==> src/hw/dsadc_regs.vh <==
// Purpose: constants for the dual-slope converter control block
// Assumes: 10 MHz system clock, 32 kHz phase tick
// Notes: register map is a plain address/strobe port
`ifndef DSADC_REGS_VH
`define DSADC_REGS_VH

// ************************************
// register offsets
// ************************************
`define DSADC_OFF_CTRL 4'h0
`define DSADC_OFF_SEL 4'h1
`define DSADC_OFF_START 4'h2
`define DSADC_OFF_STATUS 4'h3
`define DSADC_OFF_RESULT 4'h4

// ************************************
// field positions
// ************************************
`define DSADC_CTRL_REF_EN 0
`define DSADC_CTRL_REF_ADJ 1
`define DSADC_CTRL_RES_LO 2
`define DSADC_CTRL_RES_HI 3
`define DSADC_SEL_TERM_LSB 0
`define DSADC_SEL_TYPE_LSB 5
`define DSADC_ST_BUSY 0
`define DSADC_ST_DONE 1
`define DSADC_ST_POL 2
`define DSADC_ST_PH_LSB 3

// ************************************
// reset values
// ************************************
`define DSADC_CTRL_RST 4'h0
`define DSADC_SEL_RST 9'h000
`define DSADC_TERM_RST 5'h00
`define DSADC_TYPE_RST 4'h0

// ************************************
// resolution counts per code
// ************************************
`define DSADC_RES_CNT0 13'h1998
`define DSADC_RES_CNT1 13'h0ccc
`define DSADC_RES_CNT2 13'h0666
`define DSADC_RES_CNT3 13'h0334

// ************************************
// timing
// ************************************
`define DSADC_CLK_HZ 10000000
`define DSADC_TICK_HZ 32768
`define DSADC_TICK_DIV (`DSADC_CLK_HZ / `DSADC_TICK_HZ)

`endif

==> src/hw/dsadc_phase_cnt.v <==
// Purpose: phase counter running on the 32 kHz tick
// Assumes: tick is a one-cycle pulse
// Notes: counts from zero on clear, flags terminal value
`timescale 1ns/1ps
module dsadc_phase_cnt #(
	parameter WIDTH = 13
) (
	input wire clk, // system clock
	input wire sys_rst, // sync reset, high
	input wire clr, // restart count at zero
	input wire tick, // 32 kHz tick pulse
	input wire [WIDTH-1:0] limit, // terminal count
	output wire hit, // tick while count is at limit minus one
	output wire [WIDTH-1:0] count // current count
);
	reg [WIDTH-1:0] cnt_ff;
	reg [WIDTH-1:0] nxt_cnt;

	always @* begin
		nxt_cnt = cnt_ff;
		if (clr) begin
			nxt_cnt = {WIDTH{1'b0}};
		end else if (tick) begin
			nxt_cnt = cnt_ff + {{(WIDTH-1){1'b0}}, 1'b1};
		end
	end

	always @(posedge clk) begin
		if (sys_rst) begin
			cnt_ff <= {WIDTH{1'b0}};
		end else begin
			cnt_ff <= nxt_cnt;
		end
	end

	assign hit = tick && (cnt_ff == limit - {{(WIDTH-1){1'b0}}, 1'b1});
	assign count = cnt_ff;
endmodule

==> src/hw/dsadc_ctrl.v <==
// Purpose: control logic for a dual-slope converter with five inputs
// Assumes: comparator input synchronous to clk; analog switches outside
// Notes: start register and result register are this block's own
`timescale 1ns/1ps
`include "dsadc_regs.vh"
module dsadc_ctrl #(
	parameter CW = 13,
	parameter TICK_DIV = `DSADC_TICK_DIV
) (
	input wire clk, // system clock, 10 MHz
	input wire sys_rst, // sync reset, high
	input wire [3:0] addr, // register address
	input wire [15:0] wdata, // write data
	input wire wr, // write strobe
	input wire rd, // read strobe
	output reg [15:0] rdata, // read data, cycle after rd
	input wire cmp_out, // comparator polarity, high for positive
	output reg ref_gen_enable, // reference generator on
	output reg ref_adjust_enable, // internal adjustment on
	output reg [4:0] term_switch, // analog terminal switches on
	output reg [4:0] int_ref_switch, // terminal used as integrator reference
	output reg ref_volt_resistance, // select resistance reference
	output reg ref_volt_voltage, // select voltage reference
	output reg sw_gnd, // integrator input on ground (auto-zero)
	output reg sw_vin, // integrator input on selected terminal
	output reg sw_ref_pos, // integrator input on +reference
	output reg sw_ref_neg, // integrator input on -reference
	output reg sw_autozero // auto-zero switches closed
);
	// ************************************
	// state
	// ************************************
	localparam S_IDLE = 4'b0001;
	localparam S_AZ = 4'b0010;
	localparam S_INT = 4'b0100;
	localparam S_REV = 4'b1000;

	reg [3:0] state_ff;
	reg [3:0] nxt_state;
	reg [4:0] input_terminal_sel_ff;
	reg [3:0] measure_type_sel_ff;
	reg resolution_sel_hi_ff;
	reg resolution_sel_lo_ff;
	reg ref_en_ff;
	reg ref_adj_ff;
	reg [4:0] cv_term_ff;
	reg [3:0] cv_type_ff;
	reg [1:0] cv_res_ff;
	reg pol_ff;
	reg done_ff;
	reg [CW-1:0] result_ff;
	reg [15:0] div_ff;
	reg tick_ff;
	reg [CW-1:0] limit;
	reg [CW-1:0] full_cnt;
	wire busy;
	wire start_wr;
	wire cnt_hit;
	wire [CW-1:0] cnt_val;
	wire cnt_clr;
	reg [4:0] nxt_term_switch;
	reg [4:0] nxt_int_ref_switch;
	reg nxt_ref_volt_resistance;
	reg nxt_ref_volt_voltage;
	reg nxt_ref_gen_enable;
	reg nxt_ref_adjust_enable;
	reg nxt_sw_gnd;
	reg nxt_sw_vin;
	reg nxt_sw_ref_pos;
	reg nxt_sw_ref_neg;

	assign busy = (state_ff != S_IDLE);
	assign start_wr = wr && (addr == `DSADC_OFF_START) && wdata[0];

	// ************************************
	// 32 kHz tick from system clock
	// ************************************
	always @(posedge clk) begin
		if (sys_rst) begin
			div_ff <= 16'h0000;
			tick_ff <= 1'b0;
		end else if (div_ff == TICK_DIV[15:0] - 16'h0001) begin
			div_ff <= 16'h0000;
			tick_ff <= 1'b1;
		end else begin
			div_ff <= div_ff + 16'h0001;
			tick_ff <= 1'b0;
		end
	end

	// ************************************
	// software registers
	// ************************************
	always @(posedge clk) begin
		if (sys_rst) begin
			ref_en_ff <= 1'b0;
			ref_adj_ff <= 1'b0;
			resolution_sel_lo_ff <= 1'b0;
			resolution_sel_hi_ff <= 1'b0;
			input_terminal_sel_ff <= `DSADC_TERM_RST;
			measure_type_sel_ff <= `DSADC_TYPE_RST;
		end else if (wr && addr == `DSADC_OFF_CTRL) begin
			ref_en_ff <= wdata[`DSADC_CTRL_REF_EN];
			ref_adj_ff <= wdata[`DSADC_CTRL_REF_ADJ];
			resolution_sel_lo_ff <= wdata[`DSADC_CTRL_RES_LO];
			resolution_sel_hi_ff <= wdata[`DSADC_CTRL_RES_HI];
		end else if (wr && addr == `DSADC_OFF_SEL) begin
			input_terminal_sel_ff <= wdata[`DSADC_SEL_TERM_LSB +: 5];
			measure_type_sel_ff <= wdata[`DSADC_SEL_TYPE_LSB +: 4];
		end
	end

	// ************************************
	// latched conversion settings
	// ************************************
	always @(posedge clk) begin
		if (sys_rst) begin
			cv_term_ff <= 5'h00;
			cv_type_ff <= 4'h0;
			cv_res_ff <= 2'h0;
		end else if (start_wr && !busy) begin
			cv_term_ff <= input_terminal_sel_ff;
			cv_type_ff <= measure_type_sel_ff;
			cv_res_ff <= {resolution_sel_hi_ff, resolution_sel_lo_ff};
		end
	end

	// ************************************
	// resolution and phase lengths
	// ************************************
	always @* begin
		case (cv_res_ff)
			2'b00: full_cnt = `DSADC_RES_CNT0;
			2'b01: full_cnt = `DSADC_RES_CNT1;
			2'b10: full_cnt = `DSADC_RES_CNT2;
			default: full_cnt = `DSADC_RES_CNT3;
		endcase
		case (state_ff)
			S_AZ: limit = full_cnt;
			S_INT: limit = {1'b0, full_cnt[CW-1:1]};
			default: limit = full_cnt;
		endcase
	end

	assign cnt_clr = (state_ff == S_IDLE) || cnt_hit;

	dsadc_phase_cnt #(
		.WIDTH(CW)
	) dsadc_phase_cnt_inst (
		.clk(clk),
		.sys_rst(sys_rst),
		.clr(cnt_clr),
		.tick(tick_ff),
		.limit(limit),
		.hit(cnt_hit),
		.count(cnt_val)
	);

	// ************************************
	// phase sequence
	// ************************************
	always @* begin
		nxt_state = state_ff;
		case (state_ff)
			S_IDLE: begin
				if (start_wr) begin
					nxt_state = S_AZ;
				end
			end
			S_AZ: begin
				if (cnt_hit) begin
					nxt_state = S_INT;
				end
			end
			S_INT: begin
				if (cnt_hit) begin
					nxt_state = S_REV;
				end
			end
			S_REV: begin
				if (cnt_hit) begin
					nxt_state = S_IDLE;
				end
			end
			default: nxt_state = S_IDLE;
		endcase
	end

	always @(posedge clk) begin
		if (sys_rst) begin
			state_ff <= S_IDLE;
			pol_ff <= 1'b0;
			done_ff <= 1'b0;
			result_ff <= {CW{1'b0}};
		end else begin
			state_ff <= nxt_state;
			if (state_ff == S_INT && tick_ff) begin
				pol_ff <= cmp_out;
			end
			if (state_ff == S_REV && cnt_hit) begin
				done_ff <= 1'b1;
			end else if (start_wr && !busy) begin
				done_ff <= 1'b0;
			end
			if (state_ff == S_REV && tick_ff) begin
				result_ff <= cnt_val + {{(CW-1){1'b0}}, 1'b1};
			end
		end
	end

	// ************************************
	// analog switch control
	// ************************************
	always @* begin
		nxt_term_switch = cv_term_ff & {5{busy}};
		nxt_int_ref_switch = 5'h00;
		nxt_ref_volt_resistance = 1'b0;
		nxt_ref_volt_voltage = 1'b0;
		case (cv_type_ff)
			4'b0001: nxt_int_ref_switch = 5'h01;
			4'b0010: nxt_int_ref_switch = 5'h04;
			4'b0100: nxt_int_ref_switch = 5'h10;
			4'b1000: nxt_int_ref_switch = 5'h10;
			default: nxt_int_ref_switch = 5'h00;
		endcase
		if (cv_type_ff[2] || cv_type_ff[3]) begin
			nxt_ref_volt_resistance = busy;
		end else begin
			nxt_ref_volt_voltage = busy;
		end
		nxt_int_ref_switch = nxt_int_ref_switch & {5{busy}};
		nxt_ref_gen_enable = ref_en_ff;
		nxt_ref_adjust_enable = ref_en_ff && ref_adj_ff;
		nxt_sw_gnd = (state_ff == S_AZ);
		nxt_sw_vin = (state_ff == S_INT);
		nxt_sw_ref_neg = (state_ff == S_REV) && pol_ff;
		nxt_sw_ref_pos = (state_ff == S_REV) && !pol_ff;
	end

	// switch drivers from flops, so no decode glitch reaches the analog side
	always @(posedge clk) begin
		if (sys_rst) begin
			term_switch <= 5'h00;
			int_ref_switch <= 5'h00;
			ref_volt_resistance <= 1'b0;
			ref_volt_voltage <= 1'b0;
			ref_gen_enable <= 1'b0;
			ref_adjust_enable <= 1'b0;
			sw_gnd <= 1'b0;
			sw_autozero <= 1'b0;
			sw_vin <= 1'b0;
			sw_ref_neg <= 1'b0;
			sw_ref_pos <= 1'b0;
		end else begin
			term_switch <= nxt_term_switch;
			int_ref_switch <= nxt_int_ref_switch;
			ref_volt_resistance <= nxt_ref_volt_resistance;
			ref_volt_voltage <= nxt_ref_volt_voltage;
			ref_gen_enable <= nxt_ref_gen_enable;
			ref_adjust_enable <= nxt_ref_adjust_enable;
			sw_gnd <= nxt_sw_gnd;
			sw_autozero <= nxt_sw_gnd;
			sw_vin <= nxt_sw_vin;
			sw_ref_neg <= nxt_sw_ref_neg;
			sw_ref_pos <= nxt_sw_ref_pos;
		end
	end

	// ************************************
	// register read
	// ************************************
	always @(posedge clk) begin
		if (sys_rst) begin
			rdata <= 16'h0000;
		end else if (rd) begin
			case (addr)
				`DSADC_OFF_CTRL: rdata <= {12'h000, resolution_sel_hi_ff, resolution_sel_lo_ff,
					ref_adj_ff, ref_en_ff};
				`DSADC_OFF_SEL: rdata <= {7'h00, measure_type_sel_ff, input_terminal_sel_ff};
				`DSADC_OFF_STATUS: rdata <= {9'h000, state_ff, pol_ff, done_ff, busy};
				`DSADC_OFF_RESULT: rdata <= {{(16-CW){1'b0}}, result_ff};
				default: rdata <= 16'h0000;
			endcase
		end else begin
			rdata <= 16'h0000;
		end
	end
endmodule

==> config.mk <==
export PLATFORM = sky130hd
export DESIGN_NAME = dsadc_ctrl
export DESIGN_NICKNAME = d
export VERILOG_FILES = /design/src/hw/dsadc_phase_cnt.v /design/src/hw/dsadc_ctrl.v
export VERILOG_INCLUDE_DIRS = /design/src /design/src/hw
export SDC_FILE = /design/constraint.sdc
export NUM_CORES = 1
export LEC_CHECK = 0
export BUFFER_PORTS_ARGS = -buffer_cell sky130_fd_sc_hd__buf_2
export CAP_MARGIN = 20
export CELL_PAD_IN_SITES_DETAIL_PLACEMENT = 0
export CELL_PAD_IN_SITES_GLOBAL_PLACEMENT = 2
export CORE_UTILIZATION = 32
export DETAILED_ROUTE_END_ITERATION = 10
export PLACE_DENSITY_LB_ADDON = 0.1
export SLEW_MARGIN = 20
export SYNTH_ARGS = -nofsm -noshare
export SYNTH_HDL_FRONTEND = slang
export SYNTH_HIERARCHICAL = 1
export SYNTH_SLANG_ARGS = --single-unit
==> constraint.sdc <==
create_clock -name clk -period 3.6 [get_ports clk]
set_input_delay 0.54 -clock clk [delete_from_list [all_inputs] [get_ports clk]]
set_output_delay 0.54 -clock clk [all_outputs]
set_load 0.02 [all_outputs]
Word-level counts from Yosys, hierarchy flattened. Cells that the tools add are included. Widths: inputs -> output; s select.

Flip-flop bits (word level): 107. Input port bits: 25. Output and inout bits: 35. Word-level logic and storage cells: 95.

Add/subtract/negate cells: 3. Equality and inequality tests: 21. Multiplexer cells: 12. Bitwise operators: 5. Reduce and logical (&&, ||, !) cells: 27.

Operators with widths (count): $pmux 13 s4 (1); $pmux 13 s3 (1); $add 16x1->16 const B (1); $eq 16x9->1 const B (1); $eq 4x2->1 const B (4); $mux 4 (4); $pmux 4 s4 (1); $pmux 5 s3 (1); $add 13x1->13 const B (1); $eq 13x13->1 (1); $mux 13 (1); $sub 13x1->13 const B (1); $eq 4x1->1 const B (3); $eq 4x3->1 const B (3); $logic_and 1x1->1 (12); $reduce_or 2->1 (6); $and 5x5->5 (2); $eq 4x4->1 const B (2); $ne 2x2->1 const B (4); $logic_not 4->1 (1); $ne 4x1->1 const B (1); $reduce_and 4->1 (1); $mux 1 (3); $not 1->1 (3); other kinds (7) (9).

Depth between registers and ports, before layout.
Word-level depth: 8. Mapped depth: 15. Depth with buffers taken out: 14.

Modules after synthesis. The synthesis kept the hierarchy.

By module, submodules not included: dsadc_ctrl (times used 1, cells each 416, area each 3817.4 um2, seq. area each 1781.7 um2); dsadc_phase_cnt (times used 1, cells each 124, area each 999.7 um2, seq. area each 260.2 um2).

Worst setup path before layout. OpenSTA, ideal clock, no wires.

Path kind: register to register. Start: register state_ff[3]. End: register state_ff[2]. Library setup time: 0.121 ns. Arrival: 3.591 ns. Required time: 3.479 ns. Path slack: -0.112 ns. Cell stages (with the launch flop): 14. Buffers on the path: 1. Period minus slack after synthesis: 3.712 ns. Path through: dfxtp_1 buf_6 nor2_1 nand3b_1 nand2_1 a21boi_0 nor3_1 a211o_1 a221oi_2 nor3_1 nor4_2 nor3_1 a221oi_1 mux2_2.

Word-level cells in the longest chain between the ends: 7. Elaborated cells on any way between the ends: 14. Classes of those cells: add/sub (1); eq/ne (9); mux (2); reduce/logical (2).

RTL lines: from (decl) (line dsadc_ctrl.v:38) `reg [3:0] state_ff;`; from (signal assigned) (line dsadc_ctrl.v:196) `state_ff <= nxt_state;`; $eq 4x3->1 (*) (line dsadc_ctrl.v:138) `case (state_ff)`; $mux 13 (*) (line dsadc_ctrl.v:138); via limit[4] (line dsadc_ctrl.v:54) `reg [CW-1:0] limit;`; $sub 13x1->13 (*) (line dsadc_phase_cnt.v:36) `assign hit = tick && (cnt_ff == limit - {{(WIDTH-1){1'b0}}, 1'b1});`; $eq 13x13->1 (*) (line dsadc_phase_cnt.v:36); $logic_and 1x1->1 (*) (line dsadc_phase_cnt.v:36); via cnt_hit (line dsadc_ctrl.v:58) `wire cnt_hit;`; $ne 2x2->1 (no line); $reduce_and 4->1 (no line) (*).

The timed path passes the listed nets; every way through them passes the cells marked *. A chain may end at the register's enable or synchronous reset.

Worst setup path after layout.
Start: register state_ff[1]. End: register state_ff[2].

The elaborated chain is that of the path after synthesis.

==> metrics.txt <==
first-pass GRT wire length=18900 µm; Setup TNS Final=0 ns; outcome=completed; Rows=44; clk sinks=102; sequential area share after synthesis=42.4%; Slew @ Worst Pin=1.13 ns; total power=2.12 mW; initial core utilization=33.0%; most common cell in the netlist=dfxtp_1; Reg clk slew, reported paths=0.07 ns; largest net degree at the start of global routing=26; clk_lat worst skew=0.35 ns; post-synthesis cell type count=60; GR Overflow Total=0; top cell type's share of synthesized area=42.4%; Cell Pwr Density=370 mW/mm²; Synth area leaders=dfxtp_1 (42%), nor2_1 (6.5%), xnor2_1 (6.4%); core area=0.0146 mm²; root buf cell=clkbuf_16; Arr. time, crit path=3.61 ns; P_leak=2.11 nW; Antenna Violating Nets Remaining=0; die area=0.0155 mm²; DP Worst Slack=-0.114 ns; max cap viols=0; Hold Buf Count CTS=0; Slew HR=23.3%; DRT iter0 DRCs=174; Hold Worst Slack=0.443 ns; total routed wirelength=11400 µm; crit start category=flip-flop; Non-Filler Instances=790; layout cell share with drive strength beyond 1=20.6%; Synth area leader=dfxtp_1; Synth Area per Inst=8.92 µm²; Worst EP required=3.84 ns; clk_skew=0.00932 ns; HPWL Detailed=8330 µm; Buffers on Ports=47; Final #Nets=636; fin. max-slew vios=0; Yosys reg bits=102; io pins=60; Die W=125 µm; fraction of registers with async set/reset=0%; worst setup path class=reg2reg; CTS buffer count=9; GRT Total Usage=15.2%; Top FF cell, synth=dfxtp_1; setup ws final=0.232 ns; Diodes inserted=0; vias in the first global route=3690; via count=3830; Gate Count Post-Synth=540; min Tclk post-route=3.37 ns; final hold violations=0; crit share post-route=93.5%; f_max=0.297 GHz; Post-route DRC=0; initial antenna violation count=0; Max IR drop VDD=0.259 mV; placed instance count=770; drt first pass iters=4; CTS tree=yes; wire per inst=14.4 µm; synth cell count leaders=dfxtp_1 (102), nor2_1 (83), nand2_1 (37); Hold WC Path Type=in2reg; Final setup violation count=0; maximum root-to-sink buffer count=2; RD Place Congestion=0.720; Area Growth Syn to Fin=18.9%; crit end category=flip-flop; Syn Std Cell Area=0.00482 mm²; Via density=4.85; worst-path maximum fanout=5; Post-synth EDFFs=0; Die Y=125 µm; Yosys warning count=6; H-tree levels=3
-- sequential cells by signal, indices dropped and copies added (netlist names), 5 cells and up --
name,flops
input_terminal_sel_ff,5
term_switch,5
div_ff,16
result_ff,13
rdata,13
dsadc_phase_cnt_inst/count,13
cv_term_ff,5
-- layout make-up --
| type | instances | area [µm²] |
|---|---|---|
| tap | 184 | 230 |
| fill | 1474 | 8860 |
| clock inverter | 4 | 30.0 |
| multi-input combinational | 397 | 2640 |
| timing repair buffer | 74 | 470 |
| inverter | 17 | 63.8 |
| sequential | 102 | 2050 |
| clock buffer | 12 | 246 |
-- metal layers --
layer / up-vias / routed length, µm / track usage [%] / part of all wire [%]
li1: 1972 / - / - / -
met1: 1791 / 5710 / 20.3 / 50
met2: 57 / 5190 / 24.2 / 46
met3: 10 / 369 / 3.52 / 3.2
met4: 0 / 117 / 4.25 / 1.0
met5: - / 0 / 0 / 0
-- per-stage QoR --
step	util [%]	instance area (µm²)
floorplan	-	4840
global placement	36.4	5310
detailed placement	36.4	5310
CTS	38.4	5600
global route	39.3	5730
finish	39.3	5730
-- report_power, final --
part	leakage, nW	total (mW)	internal [mW]	switching [mW]
clock	0.133	0.918	0.491	0.427
sequential	0.824	1.14	1.13	0.00516
combinational	1.16	0.0659	0.0218	0.0441
-- cells by family (layout without fill, tap and decap cells) --
group / after synthesis / in the layout / synth area share [%]
other: 1 / 5 / 0.0778
AOI/OAI and AO/OA: 64 / 64 / 8.75
DFF: 102 / 102 / 42.4
xor gates and xnor gates: 52 / 52 / 9.45
muxes: 24 / 24 / 5.14
adders and majority gates: 10 / 10 / 2.60
and+or+nand+nor: 242 / 242 / 26.6
buffers and inverters: 45 / 107 / 5.01
-- timing repair --
action | CTS | global route
pin swaps | 2 | 12
resized for setup | 2 | 25
setup buffers | 0 | 4
endpoints found under the setup margin | 2 | 5
-- worst paths after layout --
check | startpoint | to | slack, ns | depth (start not counted)
hold / removal | wdata[8] | measure_type_sel_ff[3] | 0.44 | 3
setup / recovery | state_ff[1] | state_ff[2] | 0.23 | 14
setup reg to reg | state_ff[1] | state_ff[2] | 0.23 | 14
hold reg to reg | result_ff[11] | rdata[11] | 0.46 | 1
-- layout by cell type (no fill, tap or decap), drive strengths merged, types with 3 or more instances in the layout --
| cell type | instances |
|---|---|
| xnor2 | 35 |
| dfxtp | 102 |
| a221oi | 3 |
| mux2 | 6 |
| nand3 | 24 |
| a22oi | 5 |
| xor2 | 17 |
| a21oi | 22 |
| a222oi | 3 |
| nor3b | 4 |
| nor4 | 9 |
| nor3 | 21 |
| nor4b | 6 |
| inv | 18 |
| clkbuf | 12 |
| ha | 10 |
| mux2i | 18 |
| buf | 73 |
| and3b | 3 |
| a211oi | 13 |
| nand2 | 37 |
| nor2b | 7 |
| or3 | 5 |
| nor2 | 84 |
| conb | 5 |
| nand2b | 4 |
| nand4 | 10 |
| o21ai | 8 |
| and2 | 15 |
| or2 | 3 |
-- worst max-delay path, cell delays in order (launching register included) --
cell       delay, ns
dfxtp_2         0.34
nor4b_4         0.31
buf_4           0.17
buf_4           0.12
o21ai_4         0.07
nor4b_4         0.39
a31oi_1         0.16
a221oi_2        0.29
nor3_2          0.07
nor4_2          0.29
bufbuf_16       0.30
nor3_2          0.04
a221oi_2        0.22
buf_4           0.16
mux2_2          0.32
Power figures use the tool's default switching activity.
